## src/shared/pds_defs.svh

```systemverilog
// constants for the pump drive run supervisor
`ifndef PDS_DEFS_SVH
`define PDS_DEFS_SVH

// ************************************************************
// register map (byte addresses)
// ************************************************************
`define PDS_ADDR_W 12
`define PDS_CTRL_OFS 12'h000
`define PDS_STATUS_OFS 12'h004

// ************************************************************
// control fields and reset value
// ************************************************************
`define PDS_CTRL_W 8
`define PDS_CTRL_MODE_LSB 0
`define PDS_CTRL_R1ROLE_BIT 2
`define PDS_CTRL_R2ROLE_LSB 3
`define PDS_CTRL_R1NC_BIT 5
`define PDS_CTRL_R2NC_BIT 6
`define PDS_CTRL_RESEN_BIT 7
// auto-start mode, first relay as pressure trigger, second unused,
// both contacts closing, resonance watch on
`define PDS_CTRL_RST 8'h86

// ************************************************************
// status fields
// ************************************************************
`define PDS_STAT_STATE_LSB 0
`define PDS_STAT_HOLD_BIT 2
`define PDS_STAT_RESTRIP_BIT 3
`define PDS_STAT_EXTFLT_BIT 4

// ************************************************************
// timing
// ************************************************************
`define PDS_CLK_HZ 64'd100_000_000
`define PDS_START_HOLD_S 64'd3
`define PDS_RES_DWELL_S 64'd60
`define PDS_START_HOLD_CYC (`PDS_START_HOLD_S * `PDS_CLK_HZ)
`define PDS_RES_DWELL_CYC (`PDS_RES_DWELL_S * `PDS_CLK_HZ)

`endif

```

## src/shared/pds_pkg.sv

```systemverilog
// types for the pump drive run supervisor
package pds_pkg;

    typedef enum logic [1:0] {
        PDS_MODE_PUSH,
        PDS_MODE_SWITCH,
        PDS_MODE_AUTO
    } pds_mode_t;

    typedef enum logic {
        PDS_R1_AT_SPEED,
        PDS_R1_PRESSURE
    } pds_r1_role_t;

    typedef enum logic [1:0] {
        PDS_R2_UNUSED,
        PDS_R2_FAULT,
        PDS_R2_BACKING
    } pds_r2_role_t;

    typedef enum logic [1:0] {
        PDS_ST_IDLE,
        PDS_ST_RUNUP,
        PDS_ST_ATSPEED,
        PDS_ST_FAULT
    } pds_state_t;

    // control register layout, msb first
    typedef struct packed {
        logic res_en;
        logic r2_nc;
        logic r1_nc;
        pds_r2_role_t r2_role;
        pds_r1_role_t r1_role;
        pds_mode_t mode;
    } pds_ctrl_t;

    // contact and drive feedback inputs
    typedef struct packed {
        logic start_closed;
        logic halt_closed;
        logic at_speed;
        logic in_band;
        logic current_below;
        logic drive_fault;
    } pds_sense_t;

endpackage : pds_pkg

```

## src/rtl/pds_qual_timer.sv

```systemverilog
// qualification timer: flags a condition held for a number of cycles
`timescale 1ns/1ps
`include "pds_defs.svh"

module pds_qual_timer import pds_pkg::*; #(
    parameter longint unsigned CYCLES = `PDS_START_HOLD_CYC
) (
    input wire logic clk_sys, // system clock
    input wire logic reset,   // synchronous reset, high
    input wire logic ce,      // clock enable
    input wire logic cond,    // qualifying condition
    output logic done         // condition held for CYCLES
);
    localparam int W = $clog2(CYCLES + 64'd1);
    localparam logic [W-1:0] LIMIT = W'(CYCLES);

    logic [W-1:0] cnt_r;

    // count saturates so done stays while the condition holds
    always_ff @(posedge clk_sys) begin
        if (reset) begin
            cnt_r <= '0;
        end else if (ce) begin
            if (!cond) begin
                cnt_r <= '0;
            end else if (cnt_r != LIMIT) begin
                cnt_r <= cnt_r + W'(1);
            end
        end
    end

    assign done = cond && (cnt_r == LIMIT);
endmodule : pds_qual_timer

```

## src/rtl/pds_supervisor.sv

```systemverilog
// pump drive run supervisor with apb control and status registers
//
// Local design decisions: the placing of the registers and the APB interface to the registers.
`timescale 1ns/1ps
`include "pds_defs.svh"

module pds_supervisor import pds_pkg::*; #(
    parameter longint unsigned START_HOLD_CYC = `PDS_START_HOLD_CYC,
    parameter longint unsigned RES_DWELL_CYC = `PDS_RES_DWELL_CYC
) (
    input wire logic clk_sys,                // system clock, 100 MHz
    input wire logic reset,                  // synchronous reset, high
    input wire logic ce,                     // clock enable
    input wire logic psel,                   // apb select
    input wire logic penable,                // apb enable
    input wire logic pwrite,                 // apb write
    input wire logic [`PDS_ADDR_W-1:0] paddr, // apb address
    input wire logic [31:0] pwdata,          // apb write data
    output logic [31:0] prdata,              // apb read data
    output logic pready,                     // apb ready
    output logic pslverr,                    // apb error
    input wire pds_sense_t sense,            // contacts and drive feedback
    output logic drive_run,                  // drive enable
    output logic run_up_indicator,           // run-up lamp
    output logic at_speed_indicator,         // at-speed lamp
    output logic fault_indicator,            // fault lamp
    output logic first_relay,                // first relay coil
    output logic second_relay                // second relay coil
);

    // ********************************************************
    // state
    // ********************************************************
    pds_ctrl_t ctrl_r;
    pds_state_t st_r;
    pds_state_t st_nxt;
    logic auto_pend_r;
    logic res_trip_r;
    logic ext_flt_r;
    logic hold_done;
    logic res_done;
    logic running;
    logic stop_req;
    logic start_req;
    logic fault_evt;

    function automatic logic is_running(input pds_state_t s);
        return (s == PDS_ST_RUNUP) || (s == PDS_ST_ATSPEED);
    endfunction : is_running
    assign running = is_running(st_r);

    // ********************************************************
    // qualification timers
    // ********************************************************
    pds_qual_timer #(.CYCLES(START_HOLD_CYC)) u_hold (
        .clk_sys(clk_sys),
        .reset(reset),
        .ce(ce),
        .cond(sense.start_closed && ctrl_r.mode == PDS_MODE_PUSH),
        .done(hold_done)
    );

    // only the dwell while actually running counts
    pds_qual_timer #(.CYCLES(RES_DWELL_CYC)) u_dwell (
        .clk_sys(clk_sys),
        .reset(reset),
        .ce(ce),
        .cond(running && sense.in_band && ctrl_r.res_en),
        .done(res_done)
    );

    // ********************************************************
    // run sequencing
    // ********************************************************
    // auto mode has no stop: a run ends only on a fault or on power removal (reset)
    assign stop_req = (ctrl_r.mode != PDS_MODE_AUTO) &&
                      !sense.halt_closed;
    assign fault_evt = sense.drive_fault || res_done;

    always_comb begin
        start_req = 1'b0;
        case (ctrl_r.mode)
            PDS_MODE_PUSH: start_req = hold_done && sense.halt_closed;
            PDS_MODE_SWITCH: start_req = sense.halt_closed;
            PDS_MODE_AUTO: start_req = auto_pend_r;
            default: start_req = 1'b0;
        endcase
    end

    always_comb begin
        st_nxt = st_r;
        case (st_r)
            PDS_ST_IDLE: begin
                if (start_req) begin
                    st_nxt = PDS_ST_RUNUP;
                end
            end
            PDS_ST_RUNUP: begin
                if (fault_evt) begin
                    st_nxt = PDS_ST_FAULT;
                end else if (stop_req) begin
                    st_nxt = PDS_ST_IDLE;
                end else if (sense.at_speed) begin
                    st_nxt = PDS_ST_ATSPEED;
                end
            end
            PDS_ST_ATSPEED: begin
                if (fault_evt) begin
                    st_nxt = PDS_ST_FAULT;
                end else if (stop_req) begin
                    st_nxt = PDS_ST_IDLE;
                end
            end
            PDS_ST_FAULT: begin
                // a fresh fault in the same cycle keeps the latch set
                if (stop_req && !fault_evt) begin
                    st_nxt = PDS_ST_IDLE;
                end
            end
            default: st_nxt = PDS_ST_IDLE;
        endcase
    end

    always_ff @(posedge clk_sys) begin
        if (reset) begin
            st_r <= PDS_ST_IDLE;
        end else if (ce) begin
            st_r <= st_nxt;
        end
    end

    // armed once per power-up, so auto mode never restarts after a stop
    always_ff @(posedge clk_sys) begin
        if (reset) begin
            auto_pend_r <= 1'b1;
        end else if (ce && (st_r != PDS_ST_IDLE)) begin
            auto_pend_r <= 1'b0;
        end
    end

    // fault cause flags, cleared only on the way out of the fault state
    always_ff @(posedge clk_sys) begin
        if (reset) begin
            res_trip_r <= 1'b0;
            ext_flt_r <= 1'b0;
        end else if (ce) begin
            if (running && res_done) begin
                res_trip_r <= 1'b1;
            end else if (st_r == PDS_ST_FAULT && st_nxt == PDS_ST_IDLE) begin
                res_trip_r <= 1'b0;
            end
            if (running && sense.drive_fault) begin
                ext_flt_r <= 1'b1;
            end else if (st_r == PDS_ST_FAULT && st_nxt == PDS_ST_IDLE) begin
                ext_flt_r <= 1'b0;
            end
        end
    end

    // ********************************************************
    // indicators and relays
    // ********************************************************
    logic r1_act;
    logic r2_act;

    always_comb begin
        if (ctrl_r.r1_role == PDS_R1_PRESSURE) begin
            r1_act = running && sense.current_below;
        end else begin
            r1_act = (st_r == PDS_ST_ATSPEED);
        end
        case (ctrl_r.r2_role)
            PDS_R2_FAULT: r2_act = (st_r == PDS_ST_FAULT);
            PDS_R2_BACKING: r2_act = (st_r != PDS_ST_IDLE);
            default: r2_act = 1'b0;
        endcase
    end

    always_ff @(posedge clk_sys) begin
        if (reset) begin
            drive_run <= 1'b0;
            run_up_indicator <= 1'b0;
            at_speed_indicator <= 1'b0;
            fault_indicator <= 1'b0;
            first_relay <= 1'b0;
            second_relay <= 1'b0;
        end else if (ce) begin
            drive_run <= running;
            run_up_indicator <= (st_r == PDS_ST_RUNUP);
            at_speed_indicator <= (st_r == PDS_ST_ATSPEED);
            fault_indicator <= (st_r == PDS_ST_FAULT);
            first_relay <= r1_act ^ ctrl_r.r1_nc;
            // an unused relay stays released whatever its sense
            second_relay <= (ctrl_r.r2_role != PDS_R2_UNUSED) &&
                            (r2_act ^ ctrl_r.r2_nc);
        end
    end

    // ********************************************************
    // apb slave
    // ********************************************************
    logic hit_ctrl;
    logic hit_stat;

    assign hit_ctrl = (paddr == `PDS_CTRL_OFS);
    assign hit_stat = (paddr == `PDS_STATUS_OFS);
    assign pready = 1'b1;
    assign pslverr = psel && penable && !(hit_ctrl || hit_stat);

    always_ff @(posedge clk_sys) begin
        if (reset) begin
            ctrl_r <= pds_ctrl_t'(`PDS_CTRL_RST);
        end else if (ce && psel && penable && pwrite && hit_ctrl) begin
            ctrl_r <= pds_ctrl_t'(pwdata[`PDS_CTRL_W-1:0]);
        end
    end

    // read data captured in the setup cycle, ready in the access cycle
    always_ff @(posedge clk_sys) begin
        if (reset) begin
            prdata <= 32'h0000_0000;
        end else if (ce && psel && !penable) begin
            prdata <= 32'h0000_0000;
            if (hit_ctrl) begin
                prdata[`PDS_CTRL_W-1:0] <= ctrl_r;
            end else if (hit_stat) begin
                prdata[`PDS_STAT_STATE_LSB+:2] <= st_r;
                prdata[`PDS_STAT_HOLD_BIT] <= hold_done;
                prdata[`PDS_STAT_RESTRIP_BIT] <= res_trip_r;
                prdata[`PDS_STAT_EXTFLT_BIT] <= ext_flt_r;
            end
        end
    end
endmodule : pds_supervisor

```

## config.mk

```make
export PLATFORM = sky130hd
export DESIGN_NAME = pds_supervisor
export DESIGN_NICKNAME = d
export VERILOG_FILES = /design/src/shared/pds_pkg.sv /design/src/rtl/pds_qual_timer.sv /design/src/rtl/pds_supervisor.sv
export VERILOG_INCLUDE_DIRS = /design/src /design/src/shared
export SDC_FILE = /design/constraint.sdc
export NUM_CORES = 1
export LEC_CHECK = 0
export ABC_AREA = 0
export BUFFER_PORTS_ARGS = -buffer_cell sky130_fd_sc_hd__buf_2
export CAP_MARGIN = 20
export CELL_PAD_IN_SITES_DETAIL_PLACEMENT = 1
export CELL_PAD_IN_SITES_GLOBAL_PLACEMENT = 2
export CORE_MARGIN = 3
export CORE_UTILIZATION = 32
export DETAILED_ROUTE_END_ITERATION = 8
export GPL_TIMING_DRIVEN = 0
export MAX_ROUTING_LAYER = met4
export PLACE_DENSITY_LB_ADDON = 0.1
export REMOVE_ABC_BUFFERS = 1
export SKIP_CTS_REPAIR_TIMING = 1
export SYNTH_ARGS = -nofsm -noshare
export SYNTH_HDL_FRONTEND = slang
export SYNTH_SLANG_ARGS = --single-unit
```

## constraint.sdc

```tcl
create_clock -name clk_sys -period 2.7 [get_ports clk_sys]
set_input_delay 0.27 -clock clk_sys [delete_from_list [all_inputs] [get_ports clk_sys]]
set_output_delay 0.27 -clock clk_sys [all_outputs]
set_load 0.02 [all_outputs]
```

==> impl_metrics.tcl <==
set metrics [dict create \
    status "complete, no violations" \
    cts_tree "built" \
    timing.slew.headroom 0.3483 \
    synth.avg_cell_area_um2 8.424 \
    ctsRootBufferMaster "clkbuf_16" \
    synthSimpleGateAreaFrac 0.2706 \
    place.gp.congestion 0.7628 \
    cts_buffers 9 \
    core_area_um2 13560 \
    share_comb_of_total_power 0.074 \
    initial_core_util 0.3349 \
    max_freq_ghz 0.4016 \
    drt_pass1_iterations 4 \
    place_hpwl_mm 8.082 \
    grt_max_degree 33 \
    pwr-share-clk 0.451 \
    p_seq_frac 0.475 \
    row_count 42 \
    synth_fa_ha_area_frac 0.03031 \
    async_flop_share 0 \
    dieArea_um2 15660 \
    wirelength_mm 11.12 \
    power.net_switching_uw 666.4 \
    worst_pin_slew_ps 970.1 \
    synth_ff_type "dfxtp_1" \
    drc_errors 0 \
    ant_nets 0 \
    fp.dieH_um 125.1 \
    num_io_pins 96 \
    leakagePower_uw 0.001834 \
    arrival_ps 2770 \
    syn_area_um2 4541 \
    htree_levels 3 \
    ys_seq_elements 89 \
    initialDrtViolationCount 123 \
    critPathCaptureType "flip-flop" \
    gr-total-overflow 0 \
    drive_gt1_frac 0.1349 \
    period_share 0.9223 \
    fill_cells 1618 \
    synth.area.mux_share 0.03086 \
    placed_area_um2 4838 \
    min_path_type "in -> reg" \
    critPathKind "reg -> reg" \
    clkTransAtPathRegs_ps 60 \
    setup_viol 0 \
    slowest_delay_ps 590 \
    slew_violations 0 \
    yosysWarningCount 0 \
    p_int_uw 2142 \
    peakVddDrop_mv 0.2678 \
    nets 641 \
    diodes 0 \
    skew_ps 5.930 \
    worst_skew_pair.late_latency_ps 340 \
    area_growth_pct 14.36 \
    holdWs_ps 137.0 \
    rsz0062_at_grt "false" \
    seq_area_frac_synth 0.3924 \
    grt_pass1_vias 3713 \
    avgRoutedWirePerCell_um 14.75 \
    hold_viol 0 \
    rr_worst_depth 8 \
    r2r_slack_ps 210 \
    path_cells "inv_1 > ha_1 > nor4b_1 > nand4_1 > o211ai_4 > or4_4 > or3_2 > a21oi_1" \
    viasPerCell 4.987 \
    synth_edf_count 0 \
    design_area_um2 5192 \
    grtUsageTotal 0.1495 \
    antenna_found_initial 0 \
    fp.dieW_um 125.1 \
    cap_violations 0 \
    start_kind "flip-flop" \
    synthXorXnorAreaFrac 0.1042 \
    clockBufferDepth 2 \
    synth_compound_area_frac 0.09204 \
    fin_crit_ps 2490 \
    worstPathRequired_ps 2980 \
    synth_top_family_by_area "simple AND/OR/NAND/NOR gates" \
    vias 3760 \
    crit_fanout 8 \
    crit_slowest_cell "or4_4" \
    clkSinkCount 89 \
    min_path_cells 2 \
    synthCells 539 \
    numPortBuffers 46 \
    swShare 0.2373 \
    grt_pass1_wl_mm 18.73 \
    power_density_nw_per_um2 540.8 \
    synthDistinctLibCells 57 \
]
-- cells in the mapped netlist, types with 2 or more instances --
cell      count  share of area
nor3_1       12          0.013
nand4_1      17          0.023
nor4_1       11          0.015
or4_4         2         0.0050
xor2_1       27          0.052
or3_1         9          0.012
buf_1         2         0.0017
and4_1        5         0.0096
nor2b_1       7         0.0096
conb_1        2         0.0017
o21ai_0      10          0.011
inv_1        21          0.017
mux2i_1      14          0.031
a211oi_1      5         0.0083
nand3_1      25          0.028
xnor2_1      27          0.052
a21oi_1      17          0.019
nor2_1       92          0.076
clkbuf_1     16          0.013
buf_2         4         0.0044
a31oi_1       3         0.0041
or4b_1        2         0.0044
nand2_1      27          0.022
nor4b_1       5         0.0096
o21bai_1      3         0.0050
and3_1        7         0.0096
a211o_1       4         0.0077
ha_1         11          0.030
buf_4        25          0.041
a22oi_1       8          0.013
dfxtp_1      89           0.39
or4_1         3         0.0050
nand2b_1      3         0.0041
-- through the flow --
step	utilization	std cells	setup slack, ps	TNS [ps]	total power (uW)
final	0.3830	754	209.8	0	2808
after global routing	0.3830	754	22.36	0	2933
after CTS	0.3791	753	46.22	0	2848
after detailed placement	0.3569	738	60.84	0	1564
after global placement	0.3542	737	-418.5	-13120	1556
after floorplan	-	515	420.2	0	1484
-- routing by layer --
| metal | GRT usage | up-vias | routed length [um] |
|---|---|---|---|
| li1 | - | 1885 | - |
| met1 | 0.1941 | 1792 | 5445 |
| met2 | 0.2290 | 69 | 5058 |
| met3 | 0.02900 | 14 | 430 |
| met4 | 0.06059 | 0 | 189 |
| met5 | - | - | 0 |
-- path summary, 6_finish.rpt --
kind                           startpoint                            end
max          u_hold.cnt_r[0]$_SDFFE_PP0P_  u_hold.cnt_r[26]$_SDFFE_PP0P_
min                             pwdata[7]         ctrl_r[7]$_SDFFE_PP1P_
max reg2reg  u_hold.cnt_r[0]$_SDFFE_PP0P_  u_hold.cnt_r[26]$_SDFFE_PP0P_
min reg2reg        prdata[2]$_SDFFE_PP0P_         prdata[2]$_SDFFE_PP0P_
-- worst max-delay path: cells and delay by family, from the launching register on --
kind	cells	cell delay, ps
and+or+nand+nor	4	1420
adders and majority gates	1	200
buffers and inverters	1	70
DFF	1	400
AOI/OAI and AO/OA	2	340
-- area by class of cell --
| type | instances | area, um^2 | area share |
|---|---|---|---|
| multi-input combinational | 405 | 2524 | 0.4860 |
| sequential | 89 | 1783 | 0.3434 |
| timing repair buffer | 48 | 285.3 | 0.05494 |
| tap | 176 | 220.2 | 0.04241 |
| clock inverter | 1 | 7.507 | 0.001446 |
| clock buffer | 14 | 294.0 | 0.05663 |
| inverter | 21 | 78.83 | 0.01518 |
-- power groups by stage --
stage	combinational, uW	clock (uW)	sequential (uW)
finish	207	1270	1330
global route	231	1370	1340
CTS	201	1310	1330
detailed placement	200	0	1360
global placement	193	0	1360
floorplan	119	0	1360
-- flip-flops by register name, summed over array words and instances, names as in the netlist --
register,cells
first_relay,1
ctrl_r,8
run_up_indicator,1
second_relay,1
st_r,2
u_dwell.cnt_r,33
ext_flt_r,1
prdata,8
u_hold.cnt_r,29
drive_run,1
at_speed_indicator,1
fault_indicator,1
res_trip_r,1
auto_pend_r,1
-- cells by family (layout without fill, tap and decap cells) --
family / count (synthesis) / after routing
muxes: 14 / 14
and+or+nand+nor: 239 / 239
xor gates and xnor gates: 54 / 54
AOI/OAI and AO/OA: 62 / 62
buffers and inverters: 68 / 84
DFF: 89 / 89
adders and majority gates: 11 / 11
other: 2 / 25
-- cells in the final DEF (no fill, tap or decap), types with 7 or more instances in the layout --
cell type  netlist  layout
nor2_1          92      92
dfxtp_1         89      88
buf_2            4      46
xnor2_1         27      27
nand2_1         27      27
xor2_1          27      27
nand3_1         25      25
conb_1           2      25
inv_1           21      21
a21oi_1         17      17
nand4_1         17      17
mux2i_1         14      14
nor3_1          12      11
ha_1            11      11
o21ai_0         10      10
nor4_1          11      10
or3_1            9       9
clkbuf_16        0       9
a22oi_1          8       8
nor2b_1          7       7
and3_1           7       7
Note: power is estimated with default switching activity, not from simulation.
